File: src/shared/svpd_pkg.sv
package svpd_pkg;

  // ****************************************************************
  // sizes of the control core
  // ****************************************************************
  localparam int unsigned NUM_MON  = 6;   // supply comparators
  localparam int unsigned NUM_PIN  = 5;   // bidirectional open-drain pins
  localparam int unsigned NUM_TMR  = 4;   // programmable timers
  localparam int unsigned NUM_TERM = 10;  // product terms of the logic array
  localparam int unsigned LIN_W    = 17;  // logic array input vector width

  // ****************************************************************
  // timing, clk is 250 MHz
  // ****************************************************************
  localparam int unsigned CLK_PERIOD_PS   = 4000;
  localparam int unsigned TICK_TIME_US    = 32;
  localparam int unsigned TICK_CYCLES     = (TICK_TIME_US * 1000000) / CLK_PERIOD_PS;
  localparam int unsigned FILT_OFF_US     = 12;
  localparam int unsigned FILT_OFF_CYCLES = (FILT_OFF_US * 1000000) / CLK_PERIOD_PS;
  localparam int unsigned FILT_ON_US      = 48;
  localparam int unsigned FILT_ON_CYCLES  = (FILT_ON_US * 1000000) / CLK_PERIOD_PS;
  localparam int unsigned CNT_W           = 16;  // prescaler and filter counters
  localparam int unsigned TMR_CNT_W       = 17;  // timer count of 32 us ticks
  localparam int unsigned TMR_SET_W       = 7;   // 128 settings per timer
  localparam int unsigned TMR_EXP_MAX     = 6;   // exponent clamp, 65536 ticks max

  // ****************************************************************
  // register byte offsets
  // ****************************************************************
  localparam logic [7:0] REG_CTRL      = 8'h00;
  localparam logic [7:0] REG_STATUS    = 8'h04;
  localparam logic [7:0] REG_TMR       = 8'h08;
  localparam logic [7:0] REG_TERM_BASE = 8'h10;
  localparam logic [5:0] TERM_IDX_BASE = 6'h04;  // word index of first term

  // ****************************************************************
  // field positions, writable masks, reset values
  // ****************************************************************
  localparam int unsigned CTRL_PD_EN_BIT  = 0;
  localparam int unsigned CTRL_PD_SRC_BIT = 1;   // 0 wake pin, 1 logic request
  localparam int unsigned CTRL_DIR_LSB    = 2;   // 1 = pin is an output
  localparam int unsigned CTRL_FILT_LSB   = 8;   // 1 = glitch filter on
  localparam int unsigned STAT_PD_BIT     = 24;
  localparam int unsigned STAT_SLEEP_BIT  = 25;
  localparam int unsigned TMR_FIELD_STRIDE = 8;
  localparam int unsigned TERM_INV_BIT    = 31;
  localparam int unsigned TERM_OUT0       = 0;   // terms 0..4 drive the pins
  localparam int unsigned TERM_TMR0       = 5;   // terms 5..8 run the timers
  localparam int unsigned TERM_SLEEP      = 9;   // term 9 is the sleep request
  localparam logic [31:0] CTRL_WMASK      = 32'h0000_3fff;
  localparam logic [31:0] TMR_WMASK       = 32'h7f7f_7f7f;
  localparam logic [31:0] TERM_WMASK      = 32'h8001_ffff;
  localparam logic [31:0] CTRL_RST        = 32'h0000_0000;
  localparam logic [31:0] TMR_RST         = 32'h0000_0000;
  localparam logic [31:0] TERM_RST        = 32'h8000_0000;  // empty mask, inverted: false

  typedef enum logic [0:0] {
    SVPD_PD_RUN   = 1'b0,
    SVPD_PD_SLEEP = 1'b1
  } svpd_pd_state_t;

endpackage

File: src/svpd_timer.sv
`timescale 1ns/1ps

module svpd_timer (
  input  wire logic                           clk,     // core clock
  input  wire logic                           srst,    // sync reset
  input  wire logic                           tick,    // one pulse per 32 us
  input  wire logic                           start,   // level, runs while high
  input  wire logic [svpd_pkg::TMR_SET_W-1:0] setting, // mantissa [3:0], exponent [6:4]
  output logic                                done     // level, timeout reached
);

  typedef struct packed {
    logic [svpd_pkg::TMR_CNT_W-1:0] cnt;
    logic                           done;
  } svpd_tmr_state_t;

  svpd_tmr_state_t s_reg;
  svpd_tmr_state_t s_next;
  logic [svpd_pkg::TMR_CNT_W-1:0] limit;
  logic [2:0]                     expo;

  // limit in ticks = (mantissa + 1) << (2 * exponent), exponent 7 clamps to 6
  always_comb
  begin
    expo  = (setting[6:4] > 3'(svpd_pkg::TMR_EXP_MAX)) ? 3'(svpd_pkg::TMR_EXP_MAX) : setting[6:4];
    limit = (svpd_pkg::TMR_CNT_W)'({1'b0, setting[3:0]} + 5'h01) << {expo, 1'b0};
  end

  // dropping start clears the timer at once, so a restart always counts from zero
  always_comb
  begin
    s_next = s_reg;
    if (!start)
    begin
      s_next.cnt  = '0;
      s_next.done = 1'b0;
    end
    else if (tick && !s_reg.done)
    begin
      s_next.cnt = s_reg.cnt + 1'b1;
      if (s_reg.cnt + 1'b1 >= limit)
      begin
        s_next.done = 1'b1;
      end
    end
  end

  always_ff @(posedge clk)
  begin
    if (srst)
    begin
      s_reg <= '0;
    end
    else
    begin
      s_reg <= s_next;
    end
  end

  assign done = s_reg.done;

  // ****************************************************************
  // assertions
  // ****************************************************************
  property p_tmr_clear;
    @(posedge clk) disable iff (srst) !start |=> !done && s_reg.cnt == '0;
  endproperty
  a_tmr_clear: assert property (p_tmr_clear) else $error("timer not cleared without start");

  property p_tmr_limit;
    @(posedge clk) disable iff (srst) $rose(done) |-> s_reg.cnt == $past(limit);
  endproperty
  a_tmr_limit: assert property (p_tmr_limit) else $error("timer fired at wrong tick count");

endmodule

File: src/svpd_core.sv
// Design decisions made here: the register addresses and register access over Avalon-MM.
`timescale 1ns/1ps

// Notes on behaviour
// - enabled power-down follows wake level: low enters
// - power-down source: wake pin or logic request
// - with logic source, wake only exits, high
// - dedicated inputs and input pins are clock-sampled
// - each pin is open-drain output or input
// - logic array alone drives pins, low or float
// - four independent timers, 32us to 2s
// - comparators and inputs all feed logic array
// - each timer has 128 timeout settings
// - glitch filter gives 48us, else 12us

module svpd_core #(
  parameter int unsigned TICK_CYCLES_P    = svpd_pkg::TICK_CYCLES,    // 32 us timer tick
  parameter int unsigned FILT_ON_CYCLES_P = svpd_pkg::FILT_ON_CYCLES  // filtered delay
) (
  input  wire logic                         clk,                     // core clock, 250 MHz
  input  wire logic                         srst,                    // sync reset, active high
  input  wire logic [7:0]                   avs_address,             // byte address
  input  wire logic                         avs_read,                // read request
  input  wire logic                         avs_write,               // write request
  input  wire logic [31:0]                  avs_writedata,           // write data
  input  wire logic [3:0]                   avs_byteenable,          // write byte lanes
  output logic      [31:0]                  avs_readdata,            // read data, registered
  output logic                              avs_waitrequest,         // stall
  input  wire logic                         wake_sleep_input,        // wake / sleep pin
  input  wire logic                         aux_logic_input,         // second logic input pin
  input  wire logic [svpd_pkg::NUM_MON-1:0] supply_monitor_input,    // comparator results
  input  wire logic [svpd_pkg::NUM_PIN-1:0] bidir_open_drain_pins_i, // pad levels
  output logic      [svpd_pkg::NUM_PIN-1:0] bidir_open_drain_pins_o, // always low
  output logic      [svpd_pkg::NUM_PIN-1:0] bidir_open_drain_pins_oe,// pull low when high
  output logic                              power_down               // device in power-down
);

  // ****************************************************************
  // state
  // ****************************************************************
  typedef struct packed {
    logic [6:0]                                        sync1;   // wake, aux, pins
    logic [6:0]                                        sync2;
    logic [svpd_pkg::NUM_MON-1:0]                      cmp1;
    logic [svpd_pkg::NUM_MON-1:0]                      cmp2;
    logic [svpd_pkg::NUM_MON-1:0]                      cmp_f;   // filtered comparators
    logic [svpd_pkg::NUM_MON-1:0][svpd_pkg::CNT_W-1:0] flt_cnt;
    logic [svpd_pkg::CNT_W-1:0]                        pre_cnt;
    logic                                              tick;
    svpd_pkg::svpd_pd_state_t                          pd;
    logic [31:0]                                       ctrl;
    logic [31:0]                                       tmr;
    logic [svpd_pkg::NUM_TERM-1:0][31:0]               term;
    logic [svpd_pkg::NUM_PIN-1:0]                      pin_drv;
    logic                                              ack;
    logic [31:0]                                       rdata;
  } svpd_state_t;

  svpd_state_t s_reg;
  svpd_state_t s_next;

  logic [svpd_pkg::NUM_TMR-1:0]  tmr_done;
  logic [svpd_pkg::LIN_W-1:0]    lin;
  logic [svpd_pkg::NUM_TERM-1:0] term_hit;
  logic                          wake_s;
  logic                          req;
  logic [5:0]                    widx;
  logic [3:0]                    tidx;
  logic                          term_sel;

  // ****************************************************************
  // helpers
  // ****************************************************************
  // a product term is true when every masked input is high, then optionally inverted
  function automatic logic term_eval(input logic [31:0] t, input logic [svpd_pkg::LIN_W-1:0] v);
    term_eval = ((t[svpd_pkg::LIN_W-1:0] & v) == t[svpd_pkg::LIN_W-1:0]) ^ t[svpd_pkg::TERM_INV_BIT];
  endfunction

  // byte-lane merge limited to the writable bits of a register
  function automatic logic [31:0] be_merge(input logic [31:0] old, input logic [31:0] wd,
                                           input logic [3:0] be, input logic [31:0] wmask);
    logic [31:0] lanes;
    lanes    = {{8{be[3]}}, {8{be[2]}}, {8{be[1]}}, {8{be[0]}}} & wmask;
    be_merge = (old & ~lanes) | (wd & lanes);
  endfunction

  // ****************************************************************
  // logic array inputs and product terms
  // ****************************************************************
  // comparators, both inputs, all pins and the timer outputs reach every term
  assign wake_s = s_reg.sync2[0];
  assign lin    = {tmr_done, s_reg.sync2[6:2], s_reg.sync2[1], wake_s, s_reg.cmp_f};

  always_comb
  begin
    for (int i = 0; i < svpd_pkg::NUM_TERM; i++)
    begin
      term_hit[i] = term_eval(s_reg.term[i], lin);
    end
  end

  // ****************************************************************
  // timers
  // ****************************************************************
  for (genvar g = 0; g < svpd_pkg::NUM_TMR; g++)
  begin : g_tmr
    svpd_timer u_tmr (
      .clk     (clk),
      .srst    (srst),
      .tick    (s_reg.tick),
      .start   (term_hit[svpd_pkg::TERM_TMR0 + g]),
      .setting (s_reg.tmr[g*svpd_pkg::TMR_FIELD_STRIDE +: svpd_pkg::TMR_SET_W]),
      .done    (tmr_done[g])
    );
  end

  // ****************************************************************
  // register bus decode
  // ****************************************************************
  // one wait cycle per access: the read word is built while the master waits
  assign req             = avs_read | avs_write;
  assign avs_waitrequest = req & ~s_reg.ack;
  assign widx            = avs_address[7:2];
  assign tidx            = 4'(widx - svpd_pkg::TERM_IDX_BASE);
  assign term_sel        = (avs_address >= svpd_pkg::REG_TERM_BASE) && (tidx < 4'(svpd_pkg::NUM_TERM));

  // ****************************************************************
  // next state
  // ****************************************************************
  always_comb
  begin
    s_next = s_reg;

    // pins are sampled even when driven, so software can see a wired level
    s_next.sync1 = {bidir_open_drain_pins_i, aux_logic_input, wake_sleep_input};
    s_next.sync2 = s_reg.sync1;
    s_next.cmp1  = supply_monitor_input;
    s_next.cmp2  = s_reg.cmp1;

    // free-running prescaler, so the first tick may come early by up to one period
    s_next.tick = 1'b0;
    if (s_reg.pre_cnt >= svpd_pkg::CNT_W'(TICK_CYCLES_P - 1))
    begin
      s_next.pre_cnt = '0;
      s_next.tick    = 1'b1;
    end
    else
    begin
      s_next.pre_cnt = s_reg.pre_cnt + 1'b1;
    end

    // a comparator change must hold for the whole delay before it is passed on
    for (int m = 0; m < svpd_pkg::NUM_MON; m++)
    begin
      if (s_reg.cmp2[m] == s_reg.cmp_f[m])
      begin
        s_next.flt_cnt[m] = '0;
      end
      else if (s_reg.flt_cnt[m] >= (s_reg.ctrl[svpd_pkg::CTRL_FILT_LSB + m] ?
                                    svpd_pkg::CNT_W'(FILT_ON_CYCLES_P - 1) :
                                    svpd_pkg::CNT_W'(svpd_pkg::FILT_OFF_CYCLES - 1)))
      begin
        s_next.cmp_f[m]   = s_reg.cmp2[m];
        s_next.flt_cnt[m] = '0;
      end
      else
      begin
        s_next.flt_cnt[m] = s_reg.flt_cnt[m] + 1'b1;
      end
    end

    // power-down control
    unique case (s_reg.pd)
      svpd_pkg::SVPD_PD_RUN:
      begin
        if (s_reg.ctrl[svpd_pkg::CTRL_PD_EN_BIT])
        begin
          if (s_reg.ctrl[svpd_pkg::CTRL_PD_SRC_BIT])
          begin
            if (term_hit[svpd_pkg::TERM_SLEEP])
            begin
              s_next.pd = svpd_pkg::SVPD_PD_SLEEP;
            end
          end
          else if (!wake_s)
          begin
            s_next.pd = svpd_pkg::SVPD_PD_SLEEP;
          end
        end
      end
      svpd_pkg::SVPD_PD_SLEEP:
      begin
        // the wake pin or a cleared enable bit ends power-down, whichever source started it
        if (wake_s || !s_reg.ctrl[svpd_pkg::CTRL_PD_EN_BIT])
        begin
          s_next.pd = svpd_pkg::SVPD_PD_RUN;
        end
      end
    endcase

    // bus access: write lands and read data stands on the edge with waitrequest low
    s_next.ack = req & ~s_reg.ack;
    if (avs_read && !s_reg.ack)
    begin
      s_next.rdata = 32'h0000_0000;
      if (avs_address == svpd_pkg::REG_CTRL)
      begin
        s_next.rdata = s_reg.ctrl;
      end
      else if (avs_address == svpd_pkg::REG_STATUS)
      begin
        s_next.rdata[svpd_pkg::LIN_W-1:0]       = lin;
        s_next.rdata[svpd_pkg::STAT_PD_BIT]     = s_reg.pd == svpd_pkg::SVPD_PD_SLEEP;
        s_next.rdata[svpd_pkg::STAT_SLEEP_BIT]  = term_hit[svpd_pkg::TERM_SLEEP];
      end
      else if (avs_address == svpd_pkg::REG_TMR)
      begin
        s_next.rdata = s_reg.tmr;
      end
      else if (term_sel && avs_address[1:0] == 2'h0)
      begin
        s_next.rdata = s_reg.term[tidx];
      end
    end
    if (avs_write && s_reg.ack)
    begin
      if (avs_address == svpd_pkg::REG_CTRL)
      begin
        s_next.ctrl = be_merge(s_reg.ctrl, avs_writedata, avs_byteenable, svpd_pkg::CTRL_WMASK);
      end
      else if (avs_address == svpd_pkg::REG_TMR)
      begin
        s_next.tmr = be_merge(s_reg.tmr, avs_writedata, avs_byteenable, svpd_pkg::TMR_WMASK);
      end
      else if (term_sel && avs_address[1:0] == 2'h0)
      begin
        s_next.term[tidx] = be_merge(s_reg.term[tidx], avs_writedata, avs_byteenable,
                                     svpd_pkg::TERM_WMASK);
      end
    end

    // open drain: uses the new direction, so a pin turned to input never drives a cycle late
    s_next.pin_drv = '0;
    if (s_next.pd == svpd_pkg::SVPD_PD_RUN)
    begin
      for (int p = 0; p < svpd_pkg::NUM_PIN; p++)
      begin
        s_next.pin_drv[p] = s_next.ctrl[svpd_pkg::CTRL_DIR_LSB + p] &
                            term_hit[svpd_pkg::TERM_OUT0 + p];
      end
    end
  end

  // ****************************************************************
  // registers
  // ****************************************************************
  // reset leaves every term false, so timers stay clear and pins float
  always_ff @(posedge clk)
  begin
    if (srst)
    begin
      s_reg      <= '0;
      s_reg.ctrl <= svpd_pkg::CTRL_RST;
      s_reg.tmr  <= svpd_pkg::TMR_RST;
      s_reg.term <= {svpd_pkg::NUM_TERM{svpd_pkg::TERM_RST}};
      s_reg.pd   <= svpd_pkg::SVPD_PD_RUN;
    end
    else
    begin
      s_reg <= s_next;
    end
  end

  assign avs_readdata             = s_reg.rdata;
  assign bidir_open_drain_pins_o  = '0;
  assign bidir_open_drain_pins_oe = s_reg.pin_drv;
  assign power_down               = s_reg.pd == svpd_pkg::SVPD_PD_SLEEP;

  // ****************************************************************
  // assertions
  // ****************************************************************
  property p_pd_enter_pin;
    @(posedge clk) disable iff (srst)
      s_reg.pd == svpd_pkg::SVPD_PD_RUN && s_reg.ctrl[0] && !s_reg.ctrl[1] && !wake_s |=> power_down;
  endproperty
  a_pd_enter_pin: assert property (p_pd_enter_pin) else $error("low wake did not enter power-down");

  property p_pd_exit;
    @(posedge clk) disable iff (srst) power_down && wake_s |=> !power_down;
  endproperty
  a_pd_exit: assert property (p_pd_exit) else $error("high wake did not leave power-down");

  property p_pd_logic_src;
    @(posedge clk) disable iff (srst)
      !power_down && s_reg.ctrl[0] && s_reg.ctrl[1] && term_hit[9] |=> power_down;
  endproperty
  a_pd_logic_src: assert property (p_pd_logic_src) else $error("sleep request ignored");

  property p_pd_no_pin_entry;
    @(posedge clk) disable iff (srst)
      !power_down && s_reg.ctrl[1] && !term_hit[9] |=> !power_down;
  endproperty
  a_pd_no_pin_entry: assert property (p_pd_no_pin_entry) else $error("wake pin entered power-down");

  property p_sync_two;
    @(posedge clk) disable iff (srst)
      !$past(srst, 1) && !$past(srst, 2) |-> s_reg.sync2 ==
        $past({bidir_open_drain_pins_i, aux_logic_input, wake_sleep_input}, 2);
  endproperty
  a_sync_two: assert property (p_sync_two) else $error("input not synchronised in two stages");

  property p_od_dir;
    @(posedge clk) disable iff (srst)
      (bidir_open_drain_pins_oe & ~s_reg.ctrl[6:2]) == '0 && bidir_open_drain_pins_o == '0;
  endproperty
  a_od_dir: assert property (p_od_dir) else $error("input pin or high level driven");

  property p_pin_follows_term;
    @(posedge clk) disable iff (srst)
      !power_down && s_reg.ctrl[2] && term_hit[0] ##1 !power_down && s_reg.ctrl[2] |->
        bidir_open_drain_pins_oe[0];
  endproperty
  a_pin_follows_term: assert property (p_pin_follows_term) else $error("output term not driven");

  property p_reset_release;
    @(posedge clk) $fell(srst) |-> bidir_open_drain_pins_oe == '0 && tmr_done == '0 && !power_down;
  endproperty
  a_reset_release: assert property (p_reset_release) else $error("pins or timers busy after reset");

  property p_timer_cause;
    @(posedge clk) disable iff (srst) tmr_done[0] |-> $past(term_hit[5]);
  endproperty
  a_timer_cause: assert property (p_timer_cause) else $error("timer done without start");

  property p_filter_settle;
    @(posedge clk) disable iff (srst)
      s_reg.cmp_f[0] != $past(s_reg.cmp_f[0]) |-> $past(s_reg.cmp2[0]) == s_reg.cmp_f[0] &&
        $past(s_reg.flt_cnt[0]) != '0;
  endproperty
  a_filter_settle: assert property (p_filter_settle) else $error("comparator passed unfiltered");

  c_pd_pin:   cover property (@(posedge clk) disable iff (srst) !s_reg.ctrl[1] && $rose(power_down));
  c_pd_logic: cover property (@(posedge clk) disable iff (srst) s_reg.ctrl[1] && $rose(power_down));
  c_tmr_done: cover property (@(posedge clk) disable iff (srst) $rose(tmr_done[0]));
  c_pin_low:  cover property (@(posedge clk) disable iff (srst) $rose(bidir_open_drain_pins_oe[0]));

endmodule

File: config.mk
export PLATFORM = sky130hd
export DESIGN_NAME = svpd_core
export DESIGN_NICKNAME = d
export VERILOG_FILES = /design/src/shared/svpd_pkg.sv /design/src/svpd_timer.sv /design/src/svpd_core.sv
export SDC_FILE = /design/constraint.sdc
export NUM_CORES = 1
export LEC_CHECK = 0
export BUFFER_PORTS_ARGS = -buffer_cell sky130_fd_sc_hd__buf_4
export CAP_MARGIN = 20
export CORE_MARGIN = 4
export CORE_UTILIZATION = 35
export CTS_CLUSTER_DIAMETER = 200
export DETAILED_ROUTE_END_ITERATION = 6
export MAX_ROUTING_LAYER = met4
export SLEW_MARGIN = 5
export SYNTH_ARGS = -nofsm -noshare
export SYNTH_HDL_FRONTEND = slang
export SYNTH_SLANG_ARGS = --single-unit
File: constraint.sdc
create_clock -name clk -period 8.9 [get_ports clk]
set_input_delay 0.89 -clock clk [delete_from_list [all_inputs] [get_ports clk]]
set_output_delay 0.89 -clock clk [all_outputs]
set_load 0.005 [all_outputs]
# Word-level counts from Yosys, hierarchy flattened
# Cells that the tools add are included.
dict set report word_totals {
  reg_bits 640
  input_bits 61
  out_inout_bits 44
  elab_cells 231
}
dict set report classes {
  n_addsub 16
  n_lt_le_gt_ge 19
  eq_ne 18
  shifts 4
  mux 35
  n_bitwise 53
  n_reduce_logical 43
}
# operator n
set ops {}
lappend ops {{$mux 320} 2}
lappend ops {{$mux 359} 1}
lappend ops {{$mux 352} 1}
lappend ops {{$bwmux 320} 1}
lappend ops {{$mux 32} 6}
lappend ops {{$and 17x17->17} 10}
lappend ops {{$eq 17x17->1} 10}
lappend ops {{$and 32x32->32} 4}
lappend ops {{$bmux 32 s4} 1}
lappend ops {{$demux 32 s4} 1}
lappend ops {{$add 16x1->16 const B} 7}
lappend ops {{$ge 16x14->1} 6}
lappend ops {{$or 32x32->32} 3}
lappend ops {{$mux 14} 6}
lappend ops {{$add 17x1->17 const B} 4}
lappend ops {{$ge 17x17->1} 4}
lappend ops {{$shl 17x4->17} 4}
lappend ops {{$and 32x14->32} 1}
lappend ops {{$and 32x31->32} 1}
lappend ops {{$not 14->32} 1}
lappend ops {{$not 31->32} 1}
lappend ops {{$not 32->32} 1}
lappend ops {{$reduce_and 2->1} 11}
lappend ops {{$add 4x1->5 const B} 4}
lappend ops {{30 further kinds} 97}

# Longest topological paths before layout
# Gate-level depths: netlist of the first run.
dict set report logic_depth {
  word_depth 11
  depth_mapped 14
  mapped_depth_nobuf 13
}

# By module
# A second synthesis of the first run with hierarchy kept.
dict set report unflattened {
  cells_unflattened 3644
  area_unflattened_um2 32190.9
}
# mod n_inst cells_each area_per_inst_um2
set by_module_without_submodules {}
lappend by_module_without_submodules {svpd_core 1 2768 25522.0}
lappend by_module_without_submodules {{svpd_timer (g_tmr[0].u_tmr ...)} 2 218 1689.1}
lappend by_module_without_submodules {{svpd_timer (g_tmr[2].u_tmr ...)} 2 220 1645.3}

# Worst setup path after synthesis of the first run
# OpenSTA, ideal clock, no wires.
dict set report synth_path {
  kind {input -> register}
  from {input avs_address[4]}
  to {register with a tool-made name}
  t_arrival_ns 3.230
  t_required_ns 8.772
  setup_slack_ns 5.543
  stages 11
  path_cell_list {inv_1 > clkbuf_1 > buf_1 > ha_1 > clkbuf_1 > nor2b_1 > buf_1 > a221oi_4 > nor2_1 > a21oi_1 > nor2_1}
}
# element line_no
set synth_lines {}
lappend synth_lines {{from (decl)} svpd_core.sv:22} ;# input wire logic [7:0] avs_address,

==> implementation parameters, run 1 <==
Parameter                              Value

Floorplan
  Initial core utilization    35.3%
  Width of the die    307 µm
  Core Box Area    slightly below 0.09 mm²
  Area of the die    0.0941 mm²
  I/O pin total    105
  Number of cell rows    109
  Vertical extent of the die    around 310 µm

Clock network
  Max Buffers Root-to-Sink    3
  Number of resized instances in the post-cts repair step    0
  Sinks on the clock net    618
  Cell chosen for the clock root    clkbuf_16
  Buffers inserted by post-CTS timing repair    0
  TritonCTS clock tree    built
  Number of clock buffers inserted by TritonCTS    66
  Number of buffers inserted by hold repair at cts    0
  Clock Pin Slew Worst Setup and Hold Paths    60 ps
  H-tree levels    3
  Clock latency on the worst-skew pair    620 ps

Worst setup path
  Highest cell delay on the worst timing path    roughly 600 ps
  Critical-path cell with the highest stage delay    nand2_1
  Buffers & Inverters on Critical Path    4
  Cell family with most CP delay    simple AND/OR/NAND/NOR gates
  Setup slack of the most critical reg-to-reg path    5320 ps
  Register-to-Register Path Depth    12
  Worst Setup Start Kind    primary input
  Critical path required time    between 9000 and 10000 ps
  Endpoint of the worst register-to-register path    g_tmr[2].u_tmr.done$_SDFFE_PP0P_
  Kind of end point of the critical path    flop
  Crit path arrival time    4440 ps
  Crit path max fanout    42
  Critical Path Most Common Cell    buf_4
  Critical Path, Cell by Cell    buf_4 > inv_1 > buf_4 > ha_1 > a2111oi_4 > and2_1 > nand2_1 > nor3_4 > buf_4 > nand2_1 > o22ai_1
  Worst setup path category    primary input to flop

Min path
  Instance count along the most critical hold path    1
  Worst Hold Class    flop to flop
  End point of the worst hold path    lin[7]$_SDFF_PP0_
  Min-Delay Startpoint    s_next[555]$_SDFF_PP0_

Placement
  Detailed placer's ending HPWL    64100 µm
  Setup slack at placement    4400 ps
  IO buf count    98
  Final Wtd Congestion    0.913

Finish
  Layout-stage area growth over the synthesis result    11.1%
  Proportion of layout cells with a drive suffix above 1    10.6%
  Fill count    a little under 9000
  Share of the core filled with cells in the final layout    approximately two fifths
  Most common cell after layout, fill and taps aside    dfxtp_1
  Fin nets    around 3700
  Leading cell types in the layout, fill and taps excluded    618 x dfxtp_1, 511 x nor2_1, 433 x nand2_1, 163 x nand3_1, 154 x o22ai_1

Synthesis
  Proportion of synthesized flip-flops having asynchronous set or reset    0%
  Leading register cell type out of synthesis    dfxtp_1
  Area contributors post-synth    dfxtp_1 40%, nor2_1 6.2%, nand2_1 5.2%, ha_1 4.9%, mux4_2 4.6%
  Sequential share of the synthesized area    39.6%
  Post-synth EDFFs    0
  Yosys cell types    78
  Area of the mapped netlist    approximately 0.031 mm²
  Warning count from the yosys run    0
  Number of synthesized register bits    618
  Share of the synthesized area in the top cell type    39.6%
  Top cell type by total area after synthesis    dfxtp_1
  Number of instances in the synthesized netlist    roughly 3600
  Avg Inst Size Synth    8.67 µm²

GRT
  Global-route total usage across every layer    roughly 20%
  Number of antenna violations at the first check in global routing    3
  Global-route wire length before repair    around 140000 µm
  Number of global-route vias before repair    around 24000
  Grt total ovfl    0
  Maximum number of pins on one net before global-route repair    181

Timing
  Share of the clock period used by the worst path    between 40% and 50%
  Setup repair after global routing missed its margin    no
  Post-route worst setup slack    4980 ps
  Max_slew headroom    a little over a quarter
  Final hold violations    0
  FMAX    0.255 GHz
  Worst clock skew on the final layout    29.7 ps
  Max-slew violations    0
  Sum of negative setup slack    0 ps
  Worst Max-Slew Pin Slew    about 1100 ps
  Clock period minus worst slack    3920 ps
  Final setup fails    0

Drt
  Wire length per cell    slightly below 20 µm
  DR vias    26000
  Violation count after the first detailed-routing iteration    about 2300
  Post-DRT Antenna Nets    0
  Detailed Route WL    92800 µm
  Drt pass-1 iters    5
  Average via count per standard cell    between 5 and 6
  Post-route DRC violation count    0

Flow run
  Count of max-cap constraint violations    0

Power and ir drop
  Total leakage power    12.4 nW
  Power Total    between 5 and 6 mW
  Power density over the cells    roughly 170 mW/mm²
  Peak supply drop    0.117 mV

Status
  Status    complete, no violations
## cells by family after synthesis
family                     synth area share [%]
AOI/OAI and AO/OA                          15.6
buffers and inverters                      4.70
adders and majority gates                  4.93
other                                    0.0120
xor gates and xnor gates                   6.50
and+or+nand+nor                            21.0
DFF                                        39.6
muxes                                      7.59
## power breakdown
group / leakage (nW) / switching [mW] / total, mW / internal [mW]
registers: 4.99 / 0.0133 / 2.79 / 2.78
clock network: 1.05 / 1.17 / 2.72 / 1.55
logic: 6.33 / 0.182 / 0.255 / 0.0731
## final cells by class
type                       count  area, µm²  area share [%]
multi-input combinational   2680      17500            50.4
sequential                   618      12400            35.6
clock buffer                  94       1900            5.46
tap                         1165       1460            4.20
timing repair buffer         132       1050            3.02
clock inverter                23        220           0.634
inverter                      58        220           0.634
antenna                        2       5.00          0.0144
## layer usage
metal / wire [µm] / global-route usage (%)
met3: 7460 / 3.93
met5: 0 / -
met4: 2270 / 5.69
met1: 42800 / 27.2
met2: 40300 / 29.3
## cell usage after synthesis (all sizes together) (28+ instances only)
library cell  instances
dfxtp               618
nand3               163
ha                  123
a22oi                33
nor3                 78
clkbuf              146
o22ai               154
mux2i                59
nand2               433
a21oi               157
mux4                 64
xor2                104
nor2                518
and3                 57
o21ai                80
xnor2               128
buf                 115
a211oi              105
nor2b               113
mux2                 29
nor4                 29
a221oi               28
inv                  55
## how the worst max path moves through the flow
stage | from | end | cells past startpoint | slack, ps
floorplan | avs_address[4] | flop | 11 | 5540
global placement | avs_address[2] | avs_readdata[25]$_SDFFE_PP0P_ | 8 | 4420
CTS | avs_address[2] | avs_readdata[25]$_SDFFE_PP0P_ | 8 | 5030
detailed placement | avs_address[2] | avs_readdata[25]$_SDFFE_PP0P_ | 8 | 4400
global route | avs_address[4] | flop | 11 | 4780
finish | avs_address[4] | flop | 11 | 4980
## stage by stage
stage | cell area, µm² | instances | hold WS (ps)
after CTS | 34700 | 4768 | 440
after global placement | 32600 | 4651 | 420
after detailed placement | 32600 | 4651 | 421
after global routing | 34700 | 4772 | 455
final | 34700 | 4772 | 437
after floorplan | 31300 | 3617 | 414
(Power assumes the default switching activity.)
==> run 2: changes to the inputs <==
ABC_AREA = 1   (was unset)
clock period = 3.24 ns   (was 8.9 ns; I/O delays follow)
==> implementation parameters, run 2 <==
Parameter                              Value

Synthesis
  Commonest cells post-synth    809 x nand2_1, 648 x inv_1, 618 x dfxtp_1
  Area contributors post-synth    dfxtp_1 38%, nand2_1 9.3%, a21oi_1 8.4%, inv_1 7.5%, o21ai_0 6.5%
  Most used standard cell by instance count after synthesis    nand2_1
  Avg Inst Size Synth    6.86 µm² (-21%)
  Warning count from the yosys run    0 (unchanged)
  Number of instances in the synthesized netlist    4754 (+32%)
  Leading register cell type out of synthesis    dfxtp_1
  Yosys cell types    50 (-36%)
  Proportion of synthesized flip-flops having asynchronous set or reset    0% (unchanged)
  Share of the synthesized area in the top cell type    37.9% (-1.7 points)
  Post-synth EDFFs    0 (unchanged)
  Sequential share of the synthesized area    37.9% (-1.7 points)
  Area of the mapped netlist    0.0326 mm² (+4.4%)
  Top cell type by total area after synthesis    dfxtp_1
  Number of synthesized register bits    618 (unchanged)

Timing
  Sum of negative setup slack    0 ps (unchanged)
  Max-slew violations    0 (unchanged)
  Setup repair after global routing missed its margin    no
  Final setup fails    0 (unchanged)
  Clock period minus worst slack    around 2900 ps
  FMAX    0.350 GHz
  Share of the clock period used by the worst path    88.1%
  Final hold violations    0 (unchanged)
  Max_slew headroom    49.5% (+22 points)
  Worst Max-Slew Pin Slew    758 ps (-332 ps)
  Worst hold slack    32.5 ps (-405 ps)
  Worst clock skew on the final layout    28.7 ps (-0.924 ps)

Floorplan
  Vertical extent of the die    313 µm (+2.1%)
  Width of the die    313 µm (+2.1%)
  I/O pin total    105 (unchanged)
  Number of cell rows    111 (+1.8%)
  Initial core utilization    35.4% (+0.11 points)
  Core Box Area    0.0921 mm² (+4.0%)
  Area of the die    0.0981 mm² (+4.2%)

GRT
  Global-route total usage across every layer    20.3% (+0.59 points)
  Global-route wire length before repair    156000 µm (+8.5%)
  Number of antenna violations at the first check in global routing    1 (-2)
  Maximum number of pins on one net before global-route repair    104 (-43%)
  Number of global-route vias before repair    27700 (+14%)
  Grt total ovfl    0 (unchanged)

Finish
  Fill count    9671 (+8.7%)
  Sequential cell area    0.0124 mm² (unchanged)
  Share of the core filled with cells in the final layout    40.2% (+0.98 points)
  Fin nets    4962 (+33%)
  Most common cell after layout, fill and taps aside    nand2_1
  Footprint of the multi-input gates    0.0165 mm² (-5.9%)
  Proportion of layout cells with a drive suffix above 1    7.60% (-3.0 points)
  Layout-stage area growth over the synthesis result    13.6%
  Leading cell types in the layout, fill and taps excluded    807 x nand2_1, 646 x inv_1, 618 x dfxtp_1, 546 x a21oi_1, 523 x nor2_1

Clock network
  Clock Pin Slew Worst Setup and Hold Paths    60 ps (about the same)
  H-tree levels    3 (unchanged)
  Cell chosen for the clock root    clkbuf_16
  Number of resized instances in the post-cts repair step    0 (unchanged)
  Buffers inserted by post-CTS timing repair    0 (unchanged)
  Max Buffers Root-to-Sink    3 (unchanged)
  Clock latency on the worst-skew pair    630 ps (about the same)
  Number of clock buffers inserted by TritonCTS    67 (+1.5%)
  TritonCTS clock tree    built
  Sinks on the clock net    618 (unchanged)

Min path
  Worst Hold Class    primary input to flop

Drt
  Average via count per standard cell    5.06 (-7.2%)
  Drt pass-1 iters    6 (+1)
  Post-route DRC violation count    0 (unchanged)
  DR vias    30700 (+18%)
  Post-DRT Antenna Nets    0 (unchanged)
  Detailed Route WL    100000 µm (+8.1%)
  Wire length per cell    16.5 µm (-15%)
  Violation count after the first detailed-routing iteration    2662 (+14%)

Power and ir drop
  Power Total    16.6 mW (+190%)
  Total leakage power    15.8 nW (+27%)
  Peak supply drop    0.301 mV (+160%)
  Power density over the cells    448 mW/mm² (+170%)

Worst setup path
  Critical path required time    3730 ps (-5680 ps)
  Kind of end point of the critical path    flop
  Crit path max fanout    5 (-88%)
  Worst setup path category    flop to flop
  Crit path arrival time    3350 ps (-1090 ps)
  Worst Setup Start Kind    flop

Placement
  Final Wtd Congestion    0.915 (+0.16%)
  Detailed placer's ending HPWL    69100 µm (+7.9%)
  IO buf count    98 (unchanged)

Flow run
  Count of max-cap constraint violations    0 (unchanged)

Status
  Status    complete, no violations
## run 2: cell types whose count changed after synthesis, moves of 101 or more
cell,change
o21ai_0,+350
nand2_1,+376
nor2b_1,-111
a211oi_1,-105
xnor2_1,-101
inv_1,+594
o22ai_1,-108
a21oi_1,+400
## run 2: cells by family after synthesis
logic type,after synthesis,synth area share [%]
AO/OA/AOI/OAI,1150,19.1
flip-flops,618,37.9
buffers and inverters,951,11.8
AND/OR/NAND/NOR,1783,23.0
adder cells (fa/ha/maj),123,4.72
multiplexers,4,0.123
other,1,0.0115
XOR/XNOR,124,3.33
## run 2: path summary, 6_finish.rpt
| kind | endpoint | cells after the start | slack (ps) | startpoint |
|---|---|---|---|---|
| worst max-delay path | g_tmr[1].u_tmr.done$_SDFFE_PP0P_ | 15 | 390 | g_tmr[1].u_tmr.s_reg[1]$_SDFFE_PP0P_ |
| worst min-delay path | flop | 3 | 30 | avs_writedata[16] |
| worst max register to register | g_tmr[1].u_tmr.done$_SDFFE_PP0P_ | 15 | 390 | g_tmr[1].u_tmr.s_reg[1]$_SDFFE_PP0P_ |
| worst min register to register | lin[9]$_SDFF_PP0_ | 2 | 410 | s_next[557]$_SDFF_PP0_ |
## run 2: per-layer routing
layer	wire length [µm]	vias up	global-route usage [%]	part of all wire, %
met2	45100	949	31.9	45
met5	0	-	-	0
li1	-	15400	-	-
met1	45900	14200	27.3	46
met3	6880	133	2.87	6.9
met4	2470	0	5.74	2.5
## run 2: repair_timing
action	4_1_cts	5_1_grt
endpoints found under the hold margin	38	0
hold buffers	36	0
endpoints found under the setup margin	0	0
## run 2: cell type report
cell class	instances	area share, %
multi-input combinational	3198	44.5
sequential	618	33.4
inverter	665	6.75
timing repair buffer	228	5.11
clock buffer	91	4.99
tap	1243	4.20
clock inverter	26	1.03
antenna	1	0.00676
## run 2: worst max-delay path: stages, from the launching register on
cell,delay [ps]
dfxtp_1,410
ha_1,210
nand3_1,120
inv_1,90
nand2_1,50
nor2_1,270
nand3_1,180
nor2_1,150
xor2_1,220
ha_1,300
a21oi_1,150
o21ai_0,100
a21oi_1,200
nand4_1,130
nand2_1,80
a21oi_1,60
## run 2: through the flow
| step | setup WS, ps | cell area (µm²) | cells |
|---|---|---|---|
| floorplan | 867 | 32700 | 4767 |
| global placement | 464 | 34400 | 5916 |
| detailed placement | 437 | 34400 | 5916 |
| CTS | 420 | 37000 | 6069 |
| global route | 70.3 | 37000 | 6069 |
| finish | 387 | 37000 | 6070 |
## run 2: where the power goes
group / internal (mW) / total, mW / switching [mW] / leakage (nW)
logic: 0.265 / 0.972 / 0.707 / 9.69
registers: 7.64 / 7.68 / 0.0371 / 4.99
clock network: 4.66 / 7.93 / 3.27 / 1.08
